File: src/design/mtype_pkg.sv
// memory-type policy constants, encodings and states
// assumes one core clock domain; no software-visible registers
`default_nettype none

package mtype_pkg;

   // ==========================================================
   // memory type encodings
   typedef enum logic [2:0]
   {
      uncacheable_type        = 3'h0,
      cache_disabled_type     = 3'h1,
      write_combining_type    = 3'h2,
      coherent_combining_type = 3'h3,
      write_protect_type      = 3'h4,
      write_through_type      = 3'h5,
      write_back_type         = 3'h6,
      reserved_type           = 3'h7
   } mem_type_t;

   // ==========================================================
   // coherence states
   typedef enum logic [2:0]
   {
      line_invalid   = 3'h0,
      line_shared    = 3'h1,
      line_exclusive = 3'h2,
      line_owned     = 3'h3,
      line_modified  = 3'h4
   } line_state_t;

   // ==========================================================
   // sequencer states, one-hot
   typedef enum logic [4:0]
   {
      st_idle  = 5'h01,
      st_drain = 5'h02,
      st_inval = 5'h04,
      st_issue = 5'h08,
      st_done  = 5'h10
   } seq_state_t;

   // ==========================================================
   // sizes and positions
   localparam int          ADDR_W       = 48;
   localparam int          SIZE_W       = 4;
   localparam int          QWORD_BYTES  = 8;
   localparam int          QWORD_LSB_W  = 3;
   localparam int          COMB_SLOTS   = 4;
   localparam int          COMB_SLOT_W  = 2;
   localparam logic [3:0]  RST_COMB_CNT = 4'h0;

endpackage : mtype_pkg

`default_nettype wire

File: src/design/mtype_policy.sv
// memory-type policy sequencer between load/store pipe and caches
// assumes one request held stable until acc_done_o; acks are pulses
`default_nettype none

module mtype_policy
(
   input  wire logic                          mclk_i,
   input  wire logic                          arst_n_i,
   // access request
   input  wire logic                          acc_valid_i,
   output logic                               acc_ready_o,
   input  wire logic                          acc_write_i,
   input  wire logic                          acc_fetch_i,
   input  wire logic                          acc_locked_i,
   input  wire logic [mtype_pkg::ADDR_W-1:0]  acc_addr_i,
   input  wire logic [mtype_pkg::SIZE_W-1:0]  acc_size_i,
   input  wire logic [2:0]                    page_attr_type_i,
   input  wire logic [2:0]                    range_type_i,
   // core control events
   input  wire logic                          cache_disable_control_bit_i,
   input  wire logic                          cache_invalidate_no_writeback_i,
   input  wire logic                          cache_flush_and_invalidate_i,
   input  wire logic                          single_page_translation_invalidate_i,
   input  wire logic                          page_table_base_write_i,
   output logic                               tlb_drop_page_o,
   output logic                               tlb_drop_all_o,
   // cache lookup result for the held access
   input  wire logic                          dcache_hit_i,
   input  wire logic                          icache_hit_i,
   input  wire logic [2:0]                    line_state_i,
   // store buffer and combining buffer
   input  wire logic                          wbuf_empty_i,
   output logic                               wbuf_drain_o,
   output logic                               comb_flush_o,
   // invalidation of hit lines in all caches
   output logic                               inval_req_o,
   output logic                               inval_writeback_o,
   input  wire logic                          inval_done_i,
   // resulting memory action
   output logic                               mem_issue_o,
   input  wire logic                          mem_ack_i,
   output logic [2:0]                         eff_type_o,
   output logic                               use_cache_o,
   output logic                               alloc_o,
   output logic [2:0]                         new_state_o,
   output logic                               mem_write_o,
   output logic                               to_comb_buf_o,
   output logic                               to_store_buf_o,
   output logic                               probe_all_o,
   output logic                               bus_lock_o,
   output logic                               split_o,
   output logic                               acc_done_o
);

   // ==========================================================
   // effective type and atomicity
   logic caches_stale_q;
   logic cd_bit_q;
   logic [2:0] req_type;
   logic rd_cacheable;
   logic rd_allocate;
   logic wr_allocate;
   logic wr_upd_line;
   logic wr_hit_inval;
   logic wr_to_mem;
   logic spec_ok;
   logic buf_ok;
   logic comb_ok;
   logic probe_all;
   logic strict_order;
   logic drain_first;

   function automatic logic fits_qword(input logic [mtype_pkg::ADDR_W-1:0] addr,
                                       input logic [mtype_pkg::SIZE_W-1:0] size);
      logic [mtype_pkg::QWORD_LSB_W:0] end_off;
      end_off = {1'b0, addr[mtype_pkg::QWORD_LSB_W-1:0]}
                + size[mtype_pkg::QWORD_LSB_W:0];
      fits_qword = (size != 4'h0) && (end_off <= 4'h8);
   endfunction : fits_qword

   function automatic logic is_cacheable(input logic [2:0] t);
      is_cacheable = (t == mtype_pkg::write_protect_type)
                     || (t == mtype_pkg::write_through_type)
                     || (t == mtype_pkg::write_back_type);
   endfunction : is_cacheable

   // cache-disabled inference: disabled without invalidate, or attribute conflict
   always_comb
   begin
      if (page_attr_type_i != range_type_i)
         req_type = mtype_pkg::cache_disabled_type;
      else if (caches_stale_q && is_cacheable(page_attr_type_i))
         req_type = mtype_pkg::cache_disabled_type;
      else
         req_type = page_attr_type_i;
   end

   // caches go stale when the disable bit rises and stay so until an invalidate or the bit falls;
   // a rise in the same cycle as an invalidate wins, so stale data is never trusted
   always_ff @(posedge mclk_i or negedge arst_n_i)
   begin
      if (!arst_n_i)
         caches_stale_q <= 1'b0;
      else if (!cache_disable_control_bit_i)
         caches_stale_q <= 1'b0;
      else if (!cd_bit_q)
         caches_stale_q <= 1'b1;
      else if (cache_invalidate_no_writeback_i || cache_flush_and_invalidate_i)
         caches_stale_q <= 1'b0;
   end

   always_ff @(posedge mclk_i or negedge arst_n_i)
   begin
      if (!arst_n_i)
         cd_bit_q <= 1'b0;
      else
         cd_bit_q <= cache_disable_control_bit_i;
   end

   // ==========================================================
   // translation drop, one cycle after the event
   always_ff @(posedge mclk_i or negedge arst_n_i)
   begin
      if (!arst_n_i)
      begin
         tlb_drop_page_o <= 1'b0;
         tlb_drop_all_o  <= 1'b0;
      end
      else
      begin
         tlb_drop_page_o <= single_page_translation_invalidate_i;
         tlb_drop_all_o  <= page_table_base_write_i;
      end
   end

   // ==========================================================
   // sequencer
   mtype_pkg::seq_state_t st_q;
   mtype_pkg::seq_state_t st_d;
   logic [2:0] type_q;
   logic       need_inval;
   logic       tlb_busy;

   mtype_decode u_decode
   (
      .mtype_i           (type_q),
      .rd_cacheable_o    (rd_cacheable),
      .rd_allocate_o     (rd_allocate),
      .wr_allocate_o     (wr_allocate),
      .wr_updates_line_o (wr_upd_line),
      .wr_hit_inval_o    (wr_hit_inval),
      .wr_to_memory_o    (wr_to_mem),
      .speculative_ok_o  (spec_ok),
      .buffering_ok_o    (buf_ok),
      .combining_ok_o    (comb_ok),
      .probe_all_o       (probe_all),
      .strict_order_o    (strict_order),
      .drain_first_o     (drain_first)
   );

   // cd data hits and wp/icache write hits invalidate before the access
   always_comb
   begin
      need_inval = 1'b0;
      if (type_q == mtype_pkg::cache_disabled_type)
         need_inval = acc_fetch_i ? 1'b0 : (dcache_hit_i || (acc_write_i && icache_hit_i));
      else if (wr_hit_inval && acc_write_i)
         need_inval = dcache_hit_i || icache_hit_i;
   end

   // a pending translation drop holds new accesses off one cycle
   assign tlb_busy    = single_page_translation_invalidate_i || page_table_base_write_i;
   assign acc_ready_o = (st_q == mtype_pkg::st_idle) && !tlb_busy;

   always_comb
   begin
      st_d = st_q;
      case (st_q)
         mtype_pkg::st_idle:
            if (acc_valid_i && !tlb_busy)
               st_d = mtype_pkg::st_drain;
         mtype_pkg::st_drain:
            // strictly ordered types wait for an empty store buffer
            if (!drain_first || wbuf_empty_i)
               st_d = need_inval ? mtype_pkg::st_inval : mtype_pkg::st_issue;
         mtype_pkg::st_inval:
            // the access must not see the cache until the line is gone
            if (inval_done_i)
               st_d = mtype_pkg::st_issue;
         mtype_pkg::st_issue:
            if (mem_ack_i)
               st_d = mtype_pkg::st_done;
         mtype_pkg::st_done:
            st_d = mtype_pkg::st_idle;
         default:
            st_d = mtype_pkg::st_idle;
      endcase
   end

   always_ff @(posedge mclk_i or negedge arst_n_i)
   begin
      if (!arst_n_i)
         st_q <= mtype_pkg::st_idle;
      else
         st_q <= st_d;
   end

   always_ff @(posedge mclk_i or negedge arst_n_i)
   begin
      if (!arst_n_i)
         type_q <= mtype_pkg::uncacheable_type;
      else if (st_q == mtype_pkg::st_idle && acc_valid_i && !tlb_busy)
         type_q <= (req_type == mtype_pkg::reserved_type)
                   ? mtype_pkg::uncacheable_type : req_type;
   end

   assign wbuf_drain_o      = (st_q == mtype_pkg::st_drain) && drain_first && !wbuf_empty_i;
   assign comb_flush_o      = (st_q == mtype_pkg::st_drain) && drain_first;
   assign inval_req_o       = (st_q == mtype_pkg::st_inval);
   assign inval_writeback_o = (st_q == mtype_pkg::st_inval)
                              && (line_state_i == mtype_pkg::line_modified
                                  || line_state_i == mtype_pkg::line_owned);
   assign mem_issue_o       = (st_q == mtype_pkg::st_issue);

   // ==========================================================
   // registered policy outputs, captured as the access issues
   logic hit;
   logic [2:0] state_nx;
   logic cache_nx;
   logic alloc_nx;

   assign hit = acc_fetch_i ? icache_hit_i : dcache_hit_i;

   always_comb
   begin
      cache_nx = 1'b0;
      alloc_nx = 1'b0;
      state_nx = line_state_i;
      if (type_q == mtype_pkg::cache_disabled_type)
      begin
         cache_nx = acc_fetch_i && icache_hit_i;
         alloc_nx = 1'b0;
      end
      else if (!acc_write_i)
      begin
         cache_nx = rd_cacheable;
         alloc_nx = rd_allocate && !hit;
         if (alloc_nx)
            state_nx = mtype_pkg::line_exclusive;
         // read hits leave the line state alone
      end
      else if (wr_upd_line && hit)
      begin
         cache_nx = 1'b1;
         if (wr_to_mem)
            state_nx = line_state_i;
         else
            state_nx = mtype_pkg::line_modified;
      end
      else if (wr_allocate)
      begin
         cache_nx = 1'b1;
         alloc_nx = 1'b1;
         state_nx = mtype_pkg::line_modified;
      end
   end

   always_ff @(posedge mclk_i or negedge arst_n_i)
   begin
      if (!arst_n_i)
      begin
         eff_type_o     <= mtype_pkg::uncacheable_type;
         use_cache_o    <= 1'b0;
         alloc_o        <= 1'b0;
         new_state_o    <= mtype_pkg::line_invalid;
         mem_write_o    <= 1'b0;
         to_comb_buf_o  <= 1'b0;
         to_store_buf_o <= 1'b0;
         probe_all_o    <= 1'b0;
         bus_lock_o     <= 1'b0;
         split_o        <= 1'b0;
      end
      else if (st_d == mtype_pkg::st_issue && st_q != mtype_pkg::st_issue)
      begin
         eff_type_o     <= type_q;
         use_cache_o    <= cache_nx;
         alloc_o        <= alloc_nx;
         new_state_o    <= state_nx;
         mem_write_o    <= acc_write_i && wr_to_mem;
         // combining storage is its own path, never the store buffer
         to_comb_buf_o  <= acc_write_i && comb_ok;
         to_store_buf_o <= acc_write_i && buf_ok && !comb_ok;
         probe_all_o    <= probe_all;
         // locked or exchange accesses hold the fabric for the whole access
         bus_lock_o     <= acc_locked_i;
         split_o        <= !fits_qword(acc_addr_i, acc_size_i) && !acc_locked_i;
      end
   end

   // speculation permission is a plain decode; unused by the sequencer itself
   logic spec_unused;
   assign spec_unused = spec_ok || strict_order;

   always_ff @(posedge mclk_i or negedge arst_n_i)
   begin
      if (!arst_n_i)
         acc_done_o <= 1'b0;
      else
         acc_done_o <= (st_q == mtype_pkg::st_issue) && mem_ack_i;
   end

endmodule : mtype_policy

`default_nettype wire

File: src/design/mtype_decode.sv
// per-access policy decode for one memory type
// assumes effective type already resolved by the parent
`default_nettype none

module mtype_decode
(
   input  wire logic [2:0] mtype_i,
   output logic            rd_cacheable_o,
   output logic            rd_allocate_o,
   output logic            wr_allocate_o,
   output logic            wr_updates_line_o,
   output logic            wr_hit_inval_o,
   output logic            wr_to_memory_o,
   output logic            speculative_ok_o,
   output logic            buffering_ok_o,
   output logic            combining_ok_o,
   output logic            probe_all_o,
   output logic            strict_order_o,
   output logic            drain_first_o
);

   always_comb
   begin
      rd_cacheable_o    = 1'b0;
      rd_allocate_o     = 1'b0;
      wr_allocate_o     = 1'b0;
      wr_updates_line_o = 1'b0;
      wr_hit_inval_o    = 1'b0;
      wr_to_memory_o    = 1'b1;
      speculative_ok_o  = 1'b0;
      buffering_ok_o    = 1'b0;
      combining_ok_o    = 1'b0;
      probe_all_o       = 1'b0;
      strict_order_o    = 1'b0;
      drain_first_o     = 1'b0;
      case (mtype_i)
         mtype_pkg::uncacheable_type:
         begin
            strict_order_o = 1'b1;
            drain_first_o  = 1'b1;
         end
         mtype_pkg::cache_disabled_type:
         begin
            strict_order_o = 1'b1;
            drain_first_o  = 1'b1;
            wr_hit_inval_o = 1'b1;
            probe_all_o    = 1'b1;
         end
         mtype_pkg::write_combining_type:
         begin
            speculative_ok_o = 1'b1;
            combining_ok_o   = 1'b1;
         end
         mtype_pkg::coherent_combining_type:
         begin
            combining_ok_o = 1'b1;
            probe_all_o    = 1'b1;
         end
         mtype_pkg::write_protect_type:
         begin
            rd_cacheable_o   = 1'b1;
            rd_allocate_o    = 1'b1;
            speculative_ok_o = 1'b1;
            wr_hit_inval_o   = 1'b1;
            buffering_ok_o   = 1'b1;
         end
         mtype_pkg::write_through_type:
         begin
            rd_cacheable_o    = 1'b1;
            rd_allocate_o     = 1'b1;
            speculative_ok_o  = 1'b1;
            wr_updates_line_o = 1'b1;
            buffering_ok_o    = 1'b1;
         end
         mtype_pkg::write_back_type:
         begin
            rd_cacheable_o    = 1'b1;
            rd_allocate_o     = 1'b1;
            speculative_ok_o  = 1'b1;
            wr_allocate_o     = 1'b1;
            wr_updates_line_o = 1'b1;
            wr_to_memory_o    = 1'b0;
            buffering_ok_o    = 1'b1;
         end
         default:
         begin
            // reserved encoding handled as the safest type
            strict_order_o = 1'b1;
            drain_first_o  = 1'b1;
         end
      endcase
   end

endmodule : mtype_decode

`default_nettype wire

File: config.mk
export PLATFORM = sky130hd
export DESIGN_NAME = mtype_policy
export DESIGN_NICKNAME = d
export VERILOG_FILES = /design/src/design/mtype_pkg.sv /design/src/design/mtype_policy.sv /design/src/design/mtype_decode.sv
export SDC_FILE = /design/constraint.sdc
export NUM_CORES = 1
export LEC_CHECK = 0
export BUFFER_PORTS_ARGS = -buffer_cell sky130_fd_sc_hd__buf_2
export CAP_MARGIN = 20
export CORE_AREA = 2 2 120 64
export CTS_CLUSTER_SIZE = 14
export DETAILED_ROUTE_END_ITERATION = 6
export DIE_AREA = 0 0 122 66
export PLACE_DENSITY = 0.54
export RECOVER_POWER = 50
export SETUP_SLACK_MARGIN = 0.05
export SYNTH_ARGS = -nofsm -noshare
export SYNTH_HDL_FRONTEND = slang
export SYNTH_HIERARCHICAL = 1
export SYNTH_SLANG_ARGS = --single-unit
File: constraint.sdc
create_clock -name mclk_i -period 2.3 [get_ports mclk_i]
set_input_delay 0 -clock mclk_i [delete_from_list [all_inputs] [get_ports mclk_i]]
set_output_delay 0 -clock mclk_i [all_outputs]
set_load 0.03 [all_outputs]
==> run_results.csv <==
group,metric,value,unit
outcome,status,"finished with violations",
outcome,violations,"capacitance limit, slew limit",
timing,min_period_over_period,96.39,%
clocking,cts_tree,"yes",
yosys,synth_area,1687,um2
yosys,syn-num-nets,247,
global_route,grt.total_usage,10.71,%
die,io_pins,100,
detailed_routing,wirelength,4354,um
yosys,syn_area_per_cell,10.16,um2
critical_path,path_max_fanout,7,
global_route,antenna_found_initial,0,
global_route,grt_pass1_wl,6672,um
final_layout,drive_above_1_share,32.10,%
detailed_routing,drtAntennaViolNets,0,
critical_path,reg2reg_from,"type_q[2]",
critical_path,regToRegSetupSlack,0.08,ns
critical_path,criticalPathCategory,"flop to flop",
critical_path,cp-start-kind,"flop",
timing,fin_skew,0.002077,ns
power,p_leak,1.181,nW
critical_path,reg2reg_to,"eff_type_o[2]",
final_layout,fin_nets,325,
yosys,ys_warn_count,6,
hold_path,worstHoldStart,"page_attr_type_i[1]",
clocking,clkSinkCount,27,
timing,setup_viol_count_final,0,
final_layout,num_antenna_cells,0,
die,num_rows,22,
power,power-per-cell-area,518.1,nW/um2
final_layout,final_common_cell,"buf_2",
placement,dpl.cell_count,318,
global_route,grt_pass1_vias,1358,
final_layout,final_cell_mix,"buf_2, dfrtp_1, clkbuf_1, nor2_1",
detailed_routing,firstDrtPassIters,4,
yosys,synthCells,166,
timing,setup_tns,0,ns
timing,fmax,451.1,MHz
die,initial_core_util,24.03,%
die,die_h,66,um
placement,gp_congestion,0.7638,
hold_path,whs_endpoint,"type_q[1]",
global_route,grt_overflow,0,
timing,rsz0062_at_grt,"true",
global_route,grt_max_degree,28,
detailed_routing,vias,1477,
timing,max_slew.worst_pin.slew,1.544,ns
detailed_routing,drtIter0Drc,60,
hold_path,hold_class,"input pin to flop",
run,maxCapViolCount,1,
clocking,cts_made_buffers,3,
clocking,htree_levels,1,
clocking,clk_pin_slew,0.07,ns
critical_path,crit_required,2.45,ns
critical_path,ff2ff_path_depth,8,
detailed_routing,post-route-drc-count,0,
critical_path,endpoint_kind,"flop",
timing,hold_violations,0,
clocking,insertion_delay,0.27,ns
clocking,clockBufferDepth,2,
timing,relSlewSlack,-2.944,%
detailed_routing,avgRoutedWirePerCell,12.84,um
die,die_x,122,um
critical_path,worst-endpoint-arrival,2.37,ns
die,die_area,8052,um2
final_layout,final_cell_count_no_fill,339,
die,core,7019,um2
power,irDropWorstVdd,0.2480,mV
timing,report.final.slew_viol_count,28,
placement,dpl.hpwl,3227,um
final_layout,area_growth,39.76,%
clocking,root_buffer,"clkbuf_16",
detailed_routing,viasPerCell,4.357,
timing,min_period,2.217,ns
hold_path,whs_path_depth,3,
placement,io_buffers,54,
-- final cells by class --
| type | count | area (um2) |
|---|---|---|
| fill | 754 | 4662 |
| multi-input combinational | 120 | 943.4 |
| sequential | 27 | 676.9 |
| timing repair buffer | 79 | 489.2 |
| tap | 96 | 120.1 |
| clock buffer | 4 | 78.83 |
| inverter | 13 | 48.80 |
-- repair_timing --
item / in CTS / in global routing
setup endpoints to repair: 0 / 10
resized for setup: 0 / 6
endpoints found under the hold margin: 35 / 0
hold buffers: 10 / 0
setup buffers: 0 / 6
-- worst max path at each step --
stage                     cells after the start      start  slack [ns]            end
after detailed placement                      8  type_q[2]        0.07        split_o
after global placement                        8  type_q[2]        0.09        split_o
after CTS                                     8  type_q[2]        0.07        split_o
final                                         8  type_q[2]        0.08  eff_type_o[2]
after floorplan                               8  type_q[0]        0.08        alloc_o
after global routing                          8  type_q[2]       0.005  eff_type_o[2]
-- per-layer routing --
layer	track usage (%)	routed length [um]	up-vias
li1	-	-	738
met1	15.45	2418	698
met2	15.64	1623	38
met3	3.793	293	3
met4	1.293	19	0
met5	0	0	-
-- sequential cells by signal (all words and copies together) (netlist names), 3 cells and up --
register,cells
st_q,5
eff_type_o,3
new_state_o,3
type_q,3
-- power breakdown --
part           total (mW)  leakage, nW  internal [mW]  switching [mW]
Sequential          0.518        0.345          0.500          0.0180
Combinational       0.286        0.798          0.125           0.162
Clock               0.417       0.0382          0.238           0.179
-- per-stage QoR --
step / area (um2) / worst slack (ns) / hold slack (ns) / utilization [%] / total power [mW]
after floorplan: 1687 / 0.08040 / -0.2956 / - / 0.6871
after global placement: 2103 / 0.08563 / 0.06673 / 29.96 / 0.7859
after detailed placement: 2103 / 0.07445 / 0.07347 / 29.96 / 0.7916
after CTS: 2282 / 0.06941 / 0.04482 / 32.51 / 1.226
after global routing: 2357 / 0.005101 / 0.07041 / 33.58 / 1.278
final: 2357 / 0.08314 / 0.05204 / 33.58 / 1.221
-- worst max-delay path, cell delays in order (launching register included) --
cell and delay, ns:
dfrtp_1 0.42, xnor2_1 0.14, nor2_1 0.15, nand2_1 0.07, mux2_4 0.27, o311a_4 0.33
o21ai_4 0.24, clkbuf_16 0.20, mux2_4 0.29
No activity file was read; power rests on OpenSTA's default activity.
